--- config.mk ---
export PLATFORM = sky130hd
export DESIGN_NAME = lim_top
export DESIGN_NICKNAME = d
export VERILOG_FILES = /design/src/lim_pkg.sv /design/src/lim_top.sv
export SDC_FILE = /design/constraint.sdc
export NUM_CORES = 1
export LEC_CHECK = 0
export ABC_AREA = 1
export CELL_PAD_IN_SITES_DETAIL_PLACEMENT = 0
export CELL_PAD_IN_SITES_GLOBAL_PLACEMENT = 1
export CORE_MARGIN = 10
export CORE_UTILIZATION = 47
export DETAILED_ROUTE_END_ITERATION = 10
export DONT_BUFFER_PORTS = 1
export PLACE_DENSITY = 0.78
export SLEW_MARGIN = 40
export SYNTH_ARGS = -nofsm -noshare
export SYNTH_HDL_FRONTEND = slang
export SYNTH_SLANG_ARGS = --single-unit
export TNS_END_PERCENT = 50
--- constraint.sdc ---
create_clock -name clock -period 2.1 [get_ports clock]
set_clock_uncertainty 0.05 [all_clocks]
set_input_delay 0.105 -clock clock [delete_from_list [all_inputs] [get_ports clock]]
set_output_delay 0.105 -clock clock [all_outputs]
set_load 0.02 [all_outputs]
--- src/lim_pkg.sv ---
package lim_pkg;

  // ------------------------------------------------------------------
  // Register map
  // ------------------------------------------------------------------
  localparam logic [7:0]  OFS_CAP_HDR    = 8'h78;
  localparam logic [7:0]  OFS_DATA_WIN   = 8'h7c;
  localparam logic [7:0]  OFS_DEF_BASE   = 8'ha0;
  localparam logic [7:0]  OFS_DEF_LAST   = 8'haf;

  // ------------------------------------------------------------------
  // Definition entry layout
  // ------------------------------------------------------------------
  localparam int          NUM_PINS       = 8;
  localparam logic [7:0]  IDX_LIMIT      = 8'h08;
  localparam int          DEF_EN_BIT     = 15;
  localparam int          DEF_DMODE_BIT  = 14;
  localparam int          DEF_DID_MSB    = 13;
  localparam int          DEF_DID_LSB    = 6;
  localparam int          DEF_TYPE_MSB   = 5;
  localparam int          DEF_TYPE_LSB   = 4;
  localparam int          DEF_POL_BIT    = 3;
  localparam int          DEF_TRIG_BIT   = 2;
  localparam int          DEF_VEC_MSB    = 1;
  localparam int          DEF_VEC_LSB    = 0;
  localparam logic [15:0] DEF_RESET      = 16'h3fc0;
  localparam logic [15:0] DEF_WARM_KEEP  = 16'hffc8;

  // ------------------------------------------------------------------
  // Capability header constants and reset values
  // ------------------------------------------------------------------
  localparam logic [7:0]  CAP_TYPE_VAL   = 8'h80;
  localparam logic [7:0]  CAP_NEXT_VAL   = 8'hb4;
  localparam logic [7:0]  CAP_ID_VAL     = 8'h08;
  localparam logic [7:0]  INDEX_RESET    = 8'h00;

  typedef enum logic [1:0] {
    legacy_single_mode,
    legacy_dual_mode,
    generic_single_mode,
    generic_dual_mode
  } lim_mode_t;

  function automatic logic lim_is_legacy(input lim_mode_t m);
    return (m == legacy_single_mode) || (m == legacy_dual_mode);
  endfunction : lim_is_legacy

  function automatic logic lim_is_generic(input lim_mode_t m);
    return (m == generic_single_mode) || (m == generic_dual_mode);
  endfunction : lim_is_generic

  function automatic logic lim_def_hit(input logic [7:0] a);
    return (a >= OFS_DEF_BASE) && (a <= OFS_DEF_LAST) && (a[1:0] == 2'b00);
  endfunction : lim_def_hit

endpackage : lim_pkg

--- src/lim_top.sv ---
// Function
// - Eight 16-bit pin definitions, four pairs of two, at bytes A0 to AF.
// - Pin definition locations work only in legacy modes, else read zero, ignore writes.
// - Bit 15 enables the pin's messages; resets to zero.
// - Bit 14 picks physical or logical destination; bits 13:6 destination, reset all ones.
// - Bits 5:4 message type fixed, arbitrated, SMI, NMI; warm reset clears.
// - Bit 3 polarity: zero active low, one active high; resets zero.
// - Bit 2 trigger: zero edge, one level; warm reset clears.
// - Bits 1:0 vector zero to three; warm reset clears.
// - Capability header and data window work only in generic modes.
// - Header bits 31:24 read constant 80h, read only.
// - Header bits 7:0 read 08h, bits 15:8 read B4h, read only.
// - Header bits 23:16 writable index, reset zero, selects window entry.
// - Data window at 7C forwards reads and writes to indexed entry.
`timescale 1ns/10ps
`default_nettype none

module lim_top
  import lim_pkg::*;
(
  // Clock and resets
  input  wire logic        clock,
  input  wire logic        reset_n,
  input  wire logic        warm_reset,
  // Operating mode
  input  wire lim_mode_t   mode,
  // Register port
  input  wire logic [7:0]  reg_addr,
  input  wire logic [31:0] reg_wdata,
  input  wire logic        reg_wr,
  input  wire logic        reg_rd,
  output logic      [31:0] reg_rdata,
  // Interrupt pins
  input  wire logic [7:0]  irq_pin,
  // Message out
  output logic             msg_valid,
  input  wire logic        msg_ready,
  output logic      [2:0]  msg_pin,
  output logic             msg_dest_mode,
  output logic      [7:0]  msg_dest_id,
  output logic      [1:0]  msg_type,
  output logic             msg_trigger,
  output logic      [1:0]  msg_vector
);

  // ------------------------------------------------------------------
  // State
  // ------------------------------------------------------------------
  typedef struct packed {
    logic [7:0][15:0] defs;
    logic [7:0]       index;
    logic [7:0]       act;
    logic [7:0]       pend;
    logic             valid;
    logic [2:0]       pin;
    logic             dmode;
    logic [7:0]       did;
    logic [1:0]       mtype;
    logic             trig;
    logic [1:0]       vec;
    logic [31:0]      rdata;
  } lim_state_t;

  lim_state_t st_q;
  lim_state_t st_d;

  // ------------------------------------------------------------------
  // Next state
  // ------------------------------------------------------------------
  always_comb begin
    logic [7:0] act_now;
    logic [7:0] rise;
    logic [7:0] grant;
    logic [2:0] sel;
    logic       found;
    logic [2:0] pair_lo;
    logic [2:0] pair_hi;
    act_now = '0;
    rise    = '0;
    grant   = '0;
    sel     = '0;
    found   = 1'b0;
    pair_lo = {reg_addr[3:2], 1'b0};
    pair_hi = {reg_addr[3:2], 1'b1};
    st_d    = st_q;

    // Read data stands for exactly one cycle
    st_d.rdata = '0;
    if (reg_rd) begin
      if (reg_addr == OFS_CAP_HDR && lim_is_generic(mode)) begin
        st_d.rdata = {CAP_TYPE_VAL, st_q.index, CAP_NEXT_VAL, CAP_ID_VAL};
      end else if (reg_addr == OFS_DATA_WIN && lim_is_generic(mode)) begin
        if (st_q.index < IDX_LIMIT) begin
          st_d.rdata = {16'h0000, st_q.defs[st_q.index[2:0]]};
        end
      end else if (lim_def_hit(reg_addr) && lim_is_legacy(mode)) begin
        st_d.rdata = {st_q.defs[pair_hi], st_q.defs[pair_lo]};
      end
    end

    // Writes; reserved locations swallow them
    if (reg_wr) begin
      if (reg_addr == OFS_CAP_HDR && lim_is_generic(mode)) begin
        st_d.index = reg_wdata[23:16];
      end else if (reg_addr == OFS_DATA_WIN && lim_is_generic(mode)) begin
        if (st_q.index < IDX_LIMIT) begin
          st_d.defs[st_q.index[2:0]] = reg_wdata[15:0];
        end
      end else if (lim_def_hit(reg_addr) && lim_is_legacy(mode)) begin
        st_d.defs[pair_lo] = reg_wdata[15:0];
        st_d.defs[pair_hi] = reg_wdata[31:16];
      end
    end

    // Pin activity: polarity decides the active level
    for (int i = 0; i < NUM_PINS; i++) begin
      act_now[i] = st_q.defs[i][DEF_POL_BIT] ? irq_pin[i] : ~irq_pin[i];
      rise[i]    = act_now[i] & ~st_q.act[i] & st_q.defs[i][DEF_EN_BIT];
    end
    st_d.act = act_now;

    // Message issue, lowest pin first
    if (st_q.valid && msg_ready) begin
      st_d.valid = 1'b0;
    end
    if (!st_q.valid) begin
      for (int i = NUM_PINS - 1; i >= 0; i--) begin
        if (st_q.pend[i]) begin
          sel   = 3'(i);
          found = 1'b1;
        end
      end
      if (found) begin
        grant[sel]  = 1'b1;
        st_d.valid  = 1'b1;
        st_d.pin    = sel;
        st_d.dmode  = st_q.defs[sel][DEF_DMODE_BIT];
        st_d.did    = st_q.defs[sel][DEF_DID_MSB:DEF_DID_LSB];
        st_d.mtype  = st_q.defs[sel][DEF_TYPE_MSB:DEF_TYPE_LSB];
        st_d.trig   = st_q.defs[sel][DEF_TRIG_BIT];
        st_d.vec    = st_q.defs[sel][DEF_VEC_MSB:DEF_VEC_LSB];
      end
    end
    // A new edge in the grant cycle re-arms the pin
    st_d.pend = (st_q.pend & ~grant) | rise;

    // Warm reset: only the non-persistent fields, plus in-flight messages
    if (warm_reset) begin
      for (int i = 0; i < NUM_PINS; i++) begin
        st_d.defs[i] = st_d.defs[i] & DEF_WARM_KEEP;
      end
      st_d.pend  = '0;
      st_d.valid = 1'b0;
    end
  end

  // ------------------------------------------------------------------
  // Registers
  // ------------------------------------------------------------------
  always_ff @(posedge clock or negedge reset_n) begin
    if (!reset_n) begin
      st_q       <= '0;
      st_q.defs  <= {NUM_PINS{DEF_RESET}};
      st_q.index <= INDEX_RESET;
      st_q.act   <= '0;
    end else begin
      st_q <= st_d;
    end
  end

  assign reg_rdata     = st_q.rdata;
  assign msg_valid     = st_q.valid;
  assign msg_pin       = st_q.pin;
  assign msg_dest_mode = st_q.dmode;
  assign msg_dest_id   = st_q.did;
  assign msg_type      = st_q.mtype;
  assign msg_trigger   = st_q.trig;
  assign msg_vector    = st_q.vec;

  // ------------------------------------------------------------------
  // Assertions
  // ------------------------------------------------------------------
  logic       warm_fields_set;
  logic [7:0] en_vec;
  // Enables gathered once so one property covers every pin
  always_comb begin
    warm_fields_set = 1'b0;
    en_vec          = '0;
    for (int i = 0; i < NUM_PINS; i++) begin
      warm_fields_set = warm_fields_set | (|(st_q.defs[i] & ~DEF_WARM_KEEP & ~16'h0008));
      en_vec[i]       = st_q.defs[i][DEF_EN_BIT];
    end
  end

  property p_hdr_type;
    @(posedge clock) disable iff (!reset_n)
      (reg_rd && reg_addr == OFS_CAP_HDR && lim_is_generic(mode))
      |=> (reg_rdata[31:24] == 8'h80);
  endproperty
  a_hdr_type: assert property (p_hdr_type) else $error("header type field wrong");

  property p_hdr_id_next;
    @(posedge clock) disable iff (!reset_n)
      (reg_rd && reg_addr == OFS_CAP_HDR && lim_is_generic(mode))
      |=> (reg_rdata[7:0] == 8'h08) && (reg_rdata[15:8] == 8'hb4);
  endproperty
  a_hdr_id_next: assert property (p_hdr_id_next) else $error("header id or next wrong");

  property p_def_reserved;
    @(posedge clock) disable iff (!reset_n)
      (reg_rd && lim_def_hit(reg_addr) && lim_is_generic(mode)) |=> (reg_rdata == 32'h0);
  endproperty
  a_def_reserved: assert property (p_def_reserved) else $error("definition not reserved");

  property p_cap_reserved;
    @(posedge clock) disable iff (!reset_n)
      (reg_rd && (reg_addr == OFS_CAP_HDR || reg_addr == OFS_DATA_WIN) && lim_is_legacy(mode))
      |=> (reg_rdata == 32'h0);
  endproperty
  a_cap_reserved: assert property (p_cap_reserved) else $error("capability not reserved");

  property p_index_write;
    @(posedge clock) disable iff (!reset_n)
      (reg_wr && reg_addr == OFS_CAP_HDR && lim_is_generic(mode))
      |=> (st_q.index == $past(reg_wdata[23:16]));
  endproperty
  a_index_write: assert property (p_index_write) else $error("index not written");

  property p_window_write;
    @(posedge clock) disable iff (!reset_n)
      (reg_wr && reg_addr == OFS_DATA_WIN && lim_is_generic(mode)
       && st_q.index < IDX_LIMIT && !warm_reset)
      |=> (st_q.defs[$past(st_q.index[2:0])] == $past(reg_wdata[15:0]));
  endproperty
  a_window_write: assert property (p_window_write) else $error("window write lost");

  property p_warm_clear;
    @(posedge clock) disable iff (!reset_n)
      warm_reset |=> !warm_fields_set && !msg_valid;
  endproperty
  a_warm_clear: assert property (p_warm_clear) else $error("warm fields kept");

  property p_warm_keep;
    @(posedge clock) disable iff (!reset_n)
      (warm_reset && !reg_wr)
      |=> (st_q.defs[0][15:6] == $past(st_q.defs[0][15:6]))
          && (st_q.defs[0][DEF_POL_BIT] == $past(st_q.defs[0][DEF_POL_BIT]));
  endproperty
  a_warm_keep: assert property (p_warm_keep) else $error("persistent field lost");

  property p_enable_gate;
    @(posedge clock) disable iff (!reset_n)
      (!st_q.defs[0][DEF_EN_BIT] && !st_q.pend[0]) |=> !st_q.pend[0];
  endproperty
  a_enable_gate: assert property (p_enable_gate) else $error("disabled pin armed");

  property p_pend_cause;
    @(posedge clock) disable iff (!reset_n)
      $rose(st_q.pend[0]) |-> st_q.act[0] && !$past(st_q.act[0])
                              && ($past(irq_pin[0]) == $past(st_q.defs[0][DEF_POL_BIT]));
  endproperty
  a_pend_cause: assert property (p_pend_cause) else $error("pin armed without activation");

  property p_msg_hold;
    @(posedge clock) disable iff (!reset_n || warm_reset)
      (msg_valid && !msg_ready) |=> msg_valid && $stable(msg_pin) && $stable(msg_vector)
                                    && $stable(msg_dest_id);
  endproperty
  a_msg_hold: assert property (p_msg_hold) else $error("message dropped before accept");

  property p_msg_issue;
    @(posedge clock) disable iff (!reset_n || warm_reset)
      (!msg_valid && st_q.pend[0]) |=> msg_valid && (msg_pin == 3'h0);
  endproperty
  a_msg_issue: assert property (p_msg_issue) else $error("pending pin not sent");

  property p_window_read;
    @(posedge clock) disable iff (!reset_n)
      (reg_rd && reg_addr == OFS_DATA_WIN && lim_is_generic(mode) && st_q.index < IDX_LIMIT)
      |=> (reg_rdata == {16'h0000, $past(st_q.defs[st_q.index[2:0]])});
  endproperty
  a_window_read: assert property (p_window_read) else $error("window read wrong");

  property p_window_range;
    @(posedge clock) disable iff (!reset_n)
      (reg_rd && reg_addr == OFS_DATA_WIN && lim_is_generic(mode) && st_q.index >= IDX_LIMIT)
      |=> (reg_rdata == 32'h0);
  endproperty
  a_window_range: assert property (p_window_range) else $error("window index range");

  property p_legacy_read;
    @(posedge clock) disable iff (!reset_n)
      (reg_rd && lim_def_hit(reg_addr) && lim_is_legacy(mode))
      |=> (reg_rdata == {$past(st_q.defs[{reg_addr[3:2], 1'b1}]),
                         $past(st_q.defs[{reg_addr[3:2], 1'b0}])});
  endproperty
  a_legacy_read: assert property (p_legacy_read) else $error("definition pair misread");

  property p_unmapped_zero;
    @(posedge clock) disable iff (!reset_n)
      (reg_rd && reg_addr != OFS_CAP_HDR && reg_addr != OFS_DATA_WIN && !lim_def_hit(reg_addr))
      |=> (reg_rdata == 32'h0);
  endproperty
  a_unmapped_zero: assert property (p_unmapped_zero) else $error("unmapped read");

  // Pin 0 alone: its fields can be traced without a priority model
  property p_msg_fields;
    @(posedge clock) disable iff (!reset_n || warm_reset)
      (!msg_valid && st_q.pend[0])
      |=> (msg_dest_mode == $past(st_q.defs[0][DEF_DMODE_BIT]))
          && (msg_dest_id == $past(st_q.defs[0][DEF_DID_MSB:DEF_DID_LSB]))
          && (msg_type == $past(st_q.defs[0][DEF_TYPE_MSB:DEF_TYPE_LSB]))
          && (msg_trigger == $past(st_q.defs[0][DEF_TRIG_BIT]))
          && (msg_vector == $past(st_q.defs[0][DEF_VEC_MSB:DEF_VEC_LSB]));
  endproperty
  a_msg_fields: assert property (p_msg_fields) else $error("bad fields");

  property p_msg_release;
    @(posedge clock) disable iff (!reset_n)
      (msg_valid && msg_ready) |=> !msg_valid;
  endproperty
  a_msg_release: assert property (p_msg_release) else $error("message sent twice");

  property p_index_warm;
    @(posedge clock) disable iff (!reset_n)
      (warm_reset && !reg_wr) |=> (st_q.index == $past(st_q.index));
  endproperty
  a_index_warm: assert property (p_index_warm) else $error("index lost on warm reset");

  property p_enable_all;
    @(posedge clock) disable iff (!reset_n)
      (st_q.pend & ~$past(st_q.pend) & ~$past(en_vec)) == 8'h00;
  endproperty
  a_enable_all: assert property (p_enable_all) else $error("disabled pin set pending");

  c_msg_accept:   cover property (@(posedge clock) disable iff (!reset_n) msg_valid && msg_ready);
  c_msg_stall:    cover property (@(posedge clock) disable iff (!reset_n)
                                  msg_valid && !msg_ready ##1 msg_valid && msg_ready);
  c_window_write: cover property (@(posedge clock) disable iff (!reset_n)
                                  reg_wr && reg_addr == OFS_DATA_WIN && lim_is_generic(mode));
  c_legacy_write: cover property (@(posedge clock) disable iff (!reset_n)
                                  reg_wr && lim_def_hit(reg_addr) && lim_is_legacy(mode));
  c_warm:         cover property (@(posedge clock) disable iff (!reset_n) warm_reset);

endmodule : lim_top

`default_nettype wire

==> impl_metrics.env, run 1 <==
export IMPL_path_cells="inv_1, nand3_1, inv_1, nand2_1, nor2_1, a21oi_1, o21ai_0"
export IMPL_clk_pin_slew_ps=60
export IMPL_maxSlewViolCount=0
export IMPL_synth_fp_nets=1687
export IMPL_tritoncts="done"
export IMPL_crit_slowest_cell="dfrtp_1"
export IMPL_area_delta_synth_final_pct=14.25
export IMPL_numCtsBuffers=24
export IMPL_cp_endpoint="st_q[163]$_DFFE_PN1P_"
export IMPL_cts_root_buf="clkbuf_16"
export IMPL_grt_max_degree=203
export IMPL_power_frac_clock=0.442
export IMPL_seq_power_share=0.427
export IMPL_maxSlewHeadroom=0.5232
export IMPL_p_comb_frac=0.132
export IMPL_timing_final_crit_share=0.9340
export IMPL_grt_pass1_wl_um=70320
export IMPL_crit_path_max_incr_delay_ps=500
export IMPL_wl_per_cell_um=23.43
export IMPL_p_int_mw=7.599
export IMPL_viasPerCell=5.949
export IMPL_worstPathRequired_ps=2510
export IMPL_r2r_start="st_q[67]$_DFFE_PN0P_"
export IMPL_fp_dieH_um=179.7
export IMPL_run_status="finished with violations"
export IMPL_dr_first_iter_drc_count=1371
export IMPL_syn_area_um2=11980
export IMPL_cap_violations=0
export IMPL_crit_cells=7
export IMPL_worst_slew_pin_slew_ps=712.9
export IMPL_arrival_ps=2380
export IMPL_stdcell_area_um2=13690
export IMPL_num_vias=11830
export IMPL_synth_seq_cells=202
export IMPL_rr_worst_depth=7
export IMPL_reg2reg_to="st_q[163]$_DFFE_PN1P_"
export IMPL_p_leak_nw=6.096
export IMPL_synth_edf_count=0
export IMPL_overflow=0
export IMPL_htree_levels=1
export IMPL_violations="hold timing"
export IMPL_hold_viol_final=203
export IMPL_drt_wl_total_um=46570
export IMPL_multi_input_area_um2=5577
export IMPL_synth_flop_cell="dfrtp_1"
export IMPL_cp_start_kind="flip-flop"
export IMPL_start_util=0.4773
export IMPL_synthesis_instances=1631
export IMPL_swShare=0.2817
export IMPL_fin_setup_tns_ps=0
export IMPL_drtPass1Iterations=7
export IMPL_antenna_found_initial=3
export IMPL_ys_warn_count=0
export IMPL_place_ws_ps=82.98
export IMPL_min_period_ps=1961
export IMPL_detailed_place_hpwl_um=32000
export IMPL_worst_slack_ps=138.7
export IMPL_cp_max_fo=11
export IMPL_grt_pass1_vias=11080
export IMPL_dieArea_um2=32280
export IMPL_register_area_um2=5135
export IMPL_gp_routability_congestion=0.9329
export IMPL_setup_viol=0
export IMPL_die_w_um=179.7
export IMPL_critPathTopFamily="simple AND/OR/NAND/NOR gates"
export IMPL_holdWs_ps=-793.4
export IMPL_yosysSeqAreaShare=0.4285
export IMPL_path_buf_inv=2
export IMPL_crit_top_cell="inv_1"
export IMPL_net_switching_power_mw=2.980
export IMPL_power_mw=10.58
export IMPL_rsz0062_at_grt="false"
export IMPL_startpoint="st_q[67]$_DFFE_PN0P_"
export IMPL_worstSetupPathType="flip-flop to flip-flop"
export IMPL_ios=106
export IMPL_cp_end_kind="flip-flop"
export IMPL_powerDensity_nw_per_um2=772.6
export IMPL_reg2reg_setup_slack_ps=140
export IMPL_clock_sinks=202
export IMPL_num_rows=58
export IMPL_synth_cell_types=44
export IMPL_post_cts_buffers=0
export IMPL_cts_buffer_depth=3
export IMPL_drive_gt1_frac=0.1480
export IMPL_num_fill_cells=2443
export IMPL_portBuffers=0
export IMPL_drc=0
export IMPL_fmax_mhz=509.9
export IMPL_fin_nets=1693
export IMPL_hold_class="primary input to asynchronous set/reset pin"
export IMPL_hold_buffers=46
export IMPL_clock_latency_ps=540
export IMPL_final_antenna_net_count=0
export IMPL_async_flop_share=1.000
export IMPL_coreArea_um2=25110
export IMPL_placed_area_um2=12320
export IMPL_grtUsageTotal=0.2768
export IMPL_ir_worst_vdd_uv=571.1
export IMPL_synth_area_per_cell_um2=7.348
[cell usage in the layout, fill, tap and decap left out, drive strengths merged, types with 12 or more instances in the layout]
| cell | netlist | final |
|---|---|---|
| a21oi | 109 | 109 |
| buf | 85 | 71 |
| clkbuf | 52 | 32 |
| dfrtp | 138 | 138 |
| dfstp | 64 | 64 |
| dlygate4sd3 | 0 | 46 |
| inv | 144 | 144 |
| nand2 | 348 | 348 |
| nand3 | 180 | 180 |
| nand4 | 19 | 19 |
| nor2 | 170 | 170 |
| o2111ai | 12 | 12 |
| o21ai | 141 | 141 |
| o22ai | 79 | 79 |
| or2 | 36 | 36 |
[state kept, by name, summed over array words and instances (netlist names)]
name           flops
msg_vector         2
st_q             144
msg_pin            3
msg_valid          1
en_vec             8
msg_dest_id        8
msg_dest_mode      1
msg_type           2
reg_rdata         32
msg_trigger        1
[stage by stage]
step | hold WS (ps) | std cells | utilization
2_1_floorplan | -240.6 | 1631 | -
3_3_place_gp | -231.6 | 1895 | 0.4905
3_5_place_dp | -231.1 | 1895 | 0.4905
4_1_cts | -798.2 | 1985 | 0.5441
5_1_grt | -798.5 | 1987 | 0.5452
6_report | -793.4 | 1988 | 0.5453
[cell type report]
cell class / instances / area share
timing repair buffer: 117 / 0.08261
clock inverter: 12 / 0.01636
antenna: 3 / 0.0005483
clock buffer: 32 / 0.04825
sequential: 202 / 0.3750
inverter: 145 / 0.03975
tap: 330 / 0.03016
multi-input combinational: 1147 / 0.4073
[routing by layer]
metal | vias up | wire (um) | global-route usage
li1 | 5450 | - | -
met1 | 5525 | 19530 | 0.3911
met2 | 721 | 19830 | 0.4082
met3 | 128 | 5792 | 0.06847
met4 | 2 | 1407 | 0.08369
met5 | - | 13 | 0
[worst min path at each step]
stage	endpoint	cells after the start
after floorplan	en_vec[0]$_DFFE_PN0P_	0
after global placement	st_q[55]$_DFF_PN0_	0
after detailed placement	st_q[55]$_DFF_PN0_	0
after CTS	st_q[55]$_DFF_PN0_	0
after global routing	msg_valid$_DFF_PN0_	0
final	st_q[55]$_DFF_PN0_	0
[cells in the mapped netlist (5+ instances only)]
library cell,n,area (um2)
o21ai_1,14,70.07
dfstp_2,64,1682
xnor2_1,8,70.07
nor2_1,158,593.1
clkbuf_1,51,191.4
o21ai_2,5,43.79
a21oi_1,108,540.5
nor3_1,6,30.03
buf_4,50,375.4
or2_2,36,225.2
buf_1,8,30.03
dfrtp_1,138,3453
nand2_1,344,1291
o21ai_0,121,605.6
nand3_1,179,895.9
a22oi_1,11,82.58
o22ai_1,79,494.2
nor2_2,9,56.30
inv_1,140,525.5
o2111ai_1,12,105.1
nand4_1,19,118.9
buf_2,24,120.1
[what timing repair did]
item	4_1_cts	5_1_grt
endpoints found under the hold margin	368	202
gates resized for setup	0	6
endpoints found under the setup margin	0	39
[kinds of logic (layout without fill, tap and decap cells)]
kind of cell,after synthesis,in the layout,share of synthesized area
AO/OA/AOI/OAI,375,375,0.1794
XOR/XNOR,8,8,0.005847
buffers and inverters,282,306,0.1085
flip-flops,202,202,0.4285
multiplexers,1,1,0.0009396
other,0,3,0
AND/OR/NAND/NOR,763,763,0.2769
[power by group through the flow]
stage	Combinational [mW]	Clock [mW]	Sequential, mW
5_1_grt	1.53	4.88	4.54
4_1_cts	1.36	4.72	4.51
2_1_floorplan	1.14	0	4.34
3_5_place_dp	1.25	0	4.57
3_3_place_gp	1.24	0	4.57
6_report	1.40	4.67	4.51
Note: power is estimated with default switching activity, not from simulation.
==> inputs of run 2 (changes only) <==
Settings changed: GPL_ROUTABILITY_DRIVEN from default to 0, RECOVER_POWER from default to 50, SLEW_MARGIN 40 to 20.
==> impl_metrics.env, run 2 (synthesized netlist as in run 1, its figures left out) <==
export IMPL_p_leak_nw=6.106
export IMPL_tritoncts="done"
export IMPL_fp_dieH_um=179.7
export IMPL_run_status="finished with violations"
export IMPL_num_rows=58
export IMPL_fmax_mhz=502.1
export IMPL_post_cts_buffers=0
export IMPL_drc=0
export IMPL_start_util=0.4773
export IMPL_dieArea_um2=32280
export IMPL_overflow=0
export IMPL_cts_root_buf="clkbuf_16"
export IMPL_grt_max_degree=203
export IMPL_area_delta_synth_final_pct=14.18
export IMPL_maxSlewViolCount=0
export IMPL_timing_final_crit_share=0.9485
export IMPL_fin_nets=1699
export IMPL_viasPerCell=5.949
export IMPL_htree_levels=1
export IMPL_grt_pass1_wl_um=70900
export IMPL_arrival_ps=2410
export IMPL_hold_class="primary input to asynchronous set/reset pin"
export IMPL_drive_gt1_frac=0.1507
export IMPL_cap_violations=0
export IMPL_rsz0062_at_grt="true"
export IMPL_crit_path_max_incr_delay_ps=580
export IMPL_final_cell_mix="342 x nand2_1, 178 x nand3_1, 155 x nor2_1"
export IMPL_numCtsBuffers=23
export IMPL_cp_end_kind="flip-flop"
export IMPL_ir_worst_vdd_uv=569.1
export IMPL_violations="hold timing"
export IMPL_detailed_place_hpwl_um=32310
export IMPL_drtPass1Iterations=6
export IMPL_cp_start_kind="flip-flop"
export IMPL_setup_viol=0
export IMPL_holdWs_ps=-792.0
export IMPL_worst_slack_ps=108.2
export IMPL_coreArea_um2=25110
export IMPL_worst_slew_pin_slew_ps=764.6
export IMPL_cts_buffer_depth=3
export IMPL_num_vias=11840
export IMPL_critPathTopFamily="buffers and inverters"
export IMPL_path_buf_inv=2
export IMPL_grt_pass1_vias=11170
export IMPL_dr_first_iter_drc_count=1613
export IMPL_worstSetupPathType="flip-flop to flip-flop"
export IMPL_fin_setup_tns_ps=0
export IMPL_cp_max_fo=3
export IMPL_regMostFlops="st_q"
export IMPL_min_period_ps=1992
export IMPL_num_fill_cells=2459
export IMPL_hold_buffers=48
export IMPL_drt_wl_total_um=46800
export IMPL_portBuffers=0
export IMPL_layout_commonest_cell="nand2_1"
export IMPL_antenna_found_initial=2
export IMPL_clock_latency_ps=540
export IMPL_ios=106
export IMPL_worstPathRequired_ps=2520
export IMPL_die_w_um=179.7
export IMPL_maxSlewHeadroom=0.4886
export IMPL_powerDensity_nw_per_um2=748.3
export IMPL_hold_viol_final=202
export IMPL_wl_per_cell_um=23.51
export IMPL_grtUsageTotal=0.2785
export IMPL_crit_slowest_cell="dlygate4sd3_1"
export IMPL_clock_sinks=202
export IMPL_clk_pin_slew_ps=70
export IMPL_path_cells="inv_1, a22oi_1, o21ai_1, nor2_1, o21ai_0, a21oi_1, dlygate4sd3_1"
export IMPL_largest_register_ffs=144
export IMPL_place_ws_ps=84.92
export IMPL_final_antenna_net_count=0
## run 2: changes by cell type in the layout (fill, tap and decap cells not counted), sizes merged
cell and change:
buf +5, bufinv -3, clkbuf -1, clkinv -1, clkinvlp +1, diode -1, dlygate4sd3 +2, inv +1
## run 2: area by class of cell
cell class	instances	area (um2)	share of cell area
Timing Repair Buffer	124	1201	0.08778
Multi-Input combinational cell	1147	5579	0.4077
Antenna cell	2	5.005	0.0003658
Inverter	145	544.3	0.03978
Clock inverter	10	148.9	0.01088
Clock buffer	31	655.6	0.04792
Sequential cell	202	5136	0.3754
Tap cell	330	412.9	0.03018
## run 2: metrics by stage
step / utilization / instance area, um2 / cells / power (mW) / hold WS, ps
after global routing: 0.5449 / 13680 / 1991 / 10.62 / -806.1
after CTS: 0.5437 / 13650 / 1989 / 10.27 / -801.7
after detailed placement: 0.4925 / 12370 / 1900 / 5.851 / -232.0
after global placement: 0.4925 / 12370 / 1900 / 5.828 / -231.5
after floorplan: - / 11980 / 1631 / 5.479 / -240.6
final: 0.5449 / 13680 / 1991 / 10.24 / -792.0
## run 2: worst paths after layout
kind	slack [ps]	endpoint	startpoint	cells after the start
worst max-delay path	110	reg_rdata[16]$_DFF_PN0_	st_q[90]$_DFFE_PN0P_	7
worst min-delay path	-790	st_q[104]$_DFFE_PN0P_	reset_n	0
worst max register to register	110	reg_rdata[16]$_DFF_PN0_	st_q[90]$_DFFE_PN0P_	7
worst min register to register	450	en_vec[5]$_DFFE_PN0P_	en_vec[5]$_DFFE_PN0P_	2
max in group asynchronous	2500	st_q[160]$_DFFE_PN1P_	reset_n	0
min in group clock	10	reg_rdata[21]$_DFF_PN0_	reg_addr[6]	5
## run 2: where the power goes
group / switching (mW) / total, mW / internal (mW)
Combinational: 0.905 / 1.43 / 0.520
Clock: 1.73 / 4.30 / 2.57
Sequential: 0.357 / 4.51 / 4.15
## run 2: worst register-to-register path, stage by stage (launching register included)
cell and delay (ps):
dfrtp_1 440, inv_1 80, a22oi_1 170, o21ai_1 190, nor2_1 120, o21ai_0 100
a21oi_1 190, dlygate4sd3_1 580
## run 2: timing repair
| item | 4_1_cts | 5_1_grt |
|---|---|---|
| setup endpoints to repair | 0 | 31 |
| resized for setup | 0 | 9 |
| endpoints found under the hold margin | 363 | 202 |
## run 2: layer usage
layer | part of all wire | track usage | wire length [um] | vias to the layer above
met1 | 0.42 | 0.3891 | 19600 | 5560
met5 | 0 | 0 | 0 | -
met3 | 0.13 | 0.07972 | 6064 | 105
met4 | 0.030 | 0.09163 | 1420 | 0
met2 | 0.42 | 0.4046 | 19720 | 728
li1 | - | - | - | 5451
==> inputs of run 3 (changes only) <==
Settings changed: ABC_AREA 1 to default, CORE_UTILIZATION 47 to 52, PLACE_DENSITY 0.78 to 0.79, TNS_END_PERCENT 50 to 5.
==> impl_metrics.env, run 3 <==
export IMPL_regMostFlops="st_q"
export IMPL_synth_area_top_cells="dfrtp_1 30%, dfstp_2 15%, mux4_2 8.2%"
export IMPL_worst_slack_ps=-111.4
export IMPL_place_ws_ps=-123.8
export IMPL_final_cell_mix="136 x dfrtp_1, 88 x buf_4, 67 x a22oi_1"
export IMPL_dp_cells=1266
export IMPL_area_delta_synth_final_pct=16.87
export IMPL_num_vias=9648
export IMPL_tritoncts="done"
export IMPL_p_leak_nw=5.327
export IMPL_syn_area_um2=11510
export IMPL_hold_buffers=49
export IMPL_cts_root_buf="clkbuf_16"
export IMPL_rsz0062_at_grt="true"
export IMPL_grt_pass1_wl_um=61000
export IMPL_portBuffers=0
export IMPL_fin_nets=1121
export IMPL_synth_compound_area_frac=0.2144
export IMPL_ys_warn_count=0
export IMPL_fp_dieH_um=168.8
export IMPL_synth_fp_nets=1078
export IMPL_clk_pin_slew_ps=60
export IMPL_cap_violations=0
export IMPL_run_status="finished with violations"
export IMPL_synth_simple_area_share=0.09911
export IMPL_antenna_found_initial=0
export IMPL_powerDensity_nw_per_um2=725.4
export IMPL_path_buf_inv=2
export IMPL_numCtsBuffers=24
export IMPL_largest_register_ffs=144
export IMPL_register_area_um2=5137
export IMPL_fmax_mhz=452.2
export IMPL_drc=0
export IMPL_ir_worst_vdd_uv=620.0
export IMPL_htree_levels=1
export IMPL_setup_viol=80
export IMPL_worstSetupPathType="flip-flop to flip-flop"
export IMPL_multi_input_area_um2=5709
export IMPL_crit_slowest_cell="or4_4"
export IMPL_hold_class="primary input to asynchronous set/reset pin"
export IMPL_worstPathRequired_ps=2480
export IMPL_critPathTopFamily="simple AND/OR/NAND/NOR gates"
export IMPL_drive_gt1_frac=0.3001
export IMPL_synth_top_family_by_area="compound AO/OA/AOI/OAI gates"
export IMPL_holdWs_ps=-765.0
export IMPL_drt_wl_total_um=40720
export IMPL_final_cells=1364
export IMPL_yosysTopAreaCellShare=0.2999
export IMPL_synthXorXnorAreaFrac=0.006086
export IMPL_final_antenna_net_count=0
export IMPL_cp_max_fo=15
export IMPL_dr_first_iter_drc_count=1633
export IMPL_synth_area_per_cell_um2=11.27
export IMPL_drtPass1Iterations=8
export IMPL_start_util=0.5276
export IMPL_detailed_place_hpwl_um=26330
export IMPL_synth_area_leader_cell="dfrtp_1"
export IMPL_synth_fa_ha_area_frac=0
export IMPL_ios=106
export IMPL_crit_path_max_incr_delay_ps=590
export IMPL_violations="hold timing, setup timing"
export IMPL_synth_edf_count=0
export IMPL_grtUsageTotal=0.2760
export IMPL_min_period_ps=2211
export IMPL_num_fill_cells=1786
export IMPL_layout_commonest_cell="dfrtp_1"
export IMPL_cp_start_kind="flip-flop"
export IMPL_async_flop_share=1.000
export IMPL_cp_end_kind="flip-flop"
export IMPL_synth_cell_types=68
export IMPL_yosysSeqAreaShare=0.4460
export IMPL_synthMuxAreaShare=0.1712
export IMPL_overflow=0
export IMPL_synth_flop_cell="dfrtp_1"
export IMPL_synthTopCellsByCount="138 x dfrtp_1, 67 x a22oi_1, 64 x dfstp_2"
export IMPL_arrival_ps=2590
export IMPL_grt_max_degree=203
export IMPL_dieArea_um2=28490
export IMPL_path_cells="or4_4, nor4_4, buf_4, buf_12, a22oi_1, mux2_2, a31oi_1"
export IMPL_clock_latency_ps=530
export IMPL_timing_final_crit_share=1.053
export IMPL_coreArea_um2=21820
export IMPL_worst_slew_pin_slew_ps=696.4
export IMPL_synth_seq_cells=202
export IMPL_cts_buffer_depth=3
export IMPL_die_w_um=168.8
export IMPL_grt_pass1_vias=9448
export IMPL_wl_per_cell_um=29.85
export IMPL_clock_sinks=202
export IMPL_synth_most_common_cell="dfrtp_1"
export IMPL_num_rows=54
export IMPL_synthesis_instances=1022
export IMPL_viasPerCell=7.073
export IMPL_maxSlewViolCount=0
export IMPL_hold_viol_final=206
export IMPL_maxSlewHeadroom=0.5336
-- run 3: cell types whose count changed after synthesis, moves of 32 or more --
cell,previous run,this run
nor2_1,158,33
nand2_1,344,60
a22oi_1,11,67
o22ai_1,79,16
o2bb2ai_1,0,34
a22o_1,0,32
o21ai_0,121,44
nand3_1,179,5
a21oi_1,108,27
mux2_2,1,43
mux4_2,0,42
inv_1,140,4
mux2_1,0,40
-- run 3: worst register-to-register path, cell delays in order, from the launching register on --
cell	delay [ps]
dfrtp_1	380
or4_4	590
nor4_4	180
buf_4	160
buf_12	150
a22oi_1	120
mux2_2	290
a31oi_1	190
-- run 3: final timing paths --
check,from,end,slack [ps],cells past startpoint
max,st_q[53]$_DFF_PN0_,msg_trigger$_DFFE_PN0P_,-110,7
min,reset_n,en_vec[2]$_DFFE_PN0P_,-770,0
max reg2reg,st_q[53]$_DFF_PN0_,msg_trigger$_DFFE_PN0P_,-110,7
min reg2reg,st_q[198]$_DFFE_PN1P_,st_q[198]$_DFFE_PN1P_,430,2
max in group asynchronous,reset_n,st_q[96]$_DFFE_PN1P_,2370,0
min in group clock,warm_reset,st_q[91]$_DFFE_PN0P_,-10,4
-- run 3: power by group --
group | internal [mW] | switching [mW] | total [mW]
logic | 0.425 | 0.480 | 0.905
clock network | 2.64 | 1.73 | 4.36
registers | 4.13 | 0.365 | 4.49
total | 7.19 | 2.57 | 9.76
-- run 3: kinds of logic after synthesis --
kind of cell           count (synthesis)
XOR/XNOR                               8
buffers and inverters                135
AO/OA/AOI/OAI                        336
flip-flops                           202
AND/OR/NAND/NOR                      207
multiplexers                         134
-- run 3: cell type report --
cell class                 count  area share
clock buffer                  31     0.05263
tap                          280     0.02604
multi-input combinational    685      0.4243
timing repair buffer         148      0.1037
inverter                       4    0.001116
sequential                   202      0.3818
clock inverter                13     0.01023
antenna                        1   0.0001860
-- run 3: through the flow --
step / util / hold slack (ps) / power (mW) / setup TNS [ps] / area (um2)
6_report: 0.6166 / -765.0 / 9.760 / -2963 / 13460
3_3_place_gp: 0.5494 / -229.2 / 5.217 / -722.8 / 11990
4_1_cts: 0.6125 / -778.6 / 9.765 / -259.5 / 13370
5_1_grt: 0.6164 / -779.9 / 10.05 / -4750 / 13450
3_5_place_dp: 0.5494 / -230.8 / 5.239 / -996.6 / 11990
2_1_floorplan: - / -240.6 / 5.130 / 0 / 11520
-- run 3: what timing repair did --
action	4_1_cts	5_1_grt
gates cloned	0	1
gates resized for setup	2	9
buffers inserted	0	3
pin swaps	9	8
setup endpoints to repair	29	115
hold endpoints to repair	387	202
-- run 3: metal layers --
layer	track usage	part of all wire	vias to the layer above
li1	-	-	4040
met1	0.3766	0.40	4801
met2	0.4008	0.43	688
met3	0.09704	0.14	119
met4	0.09160	0.038	0
met5	0	0	-
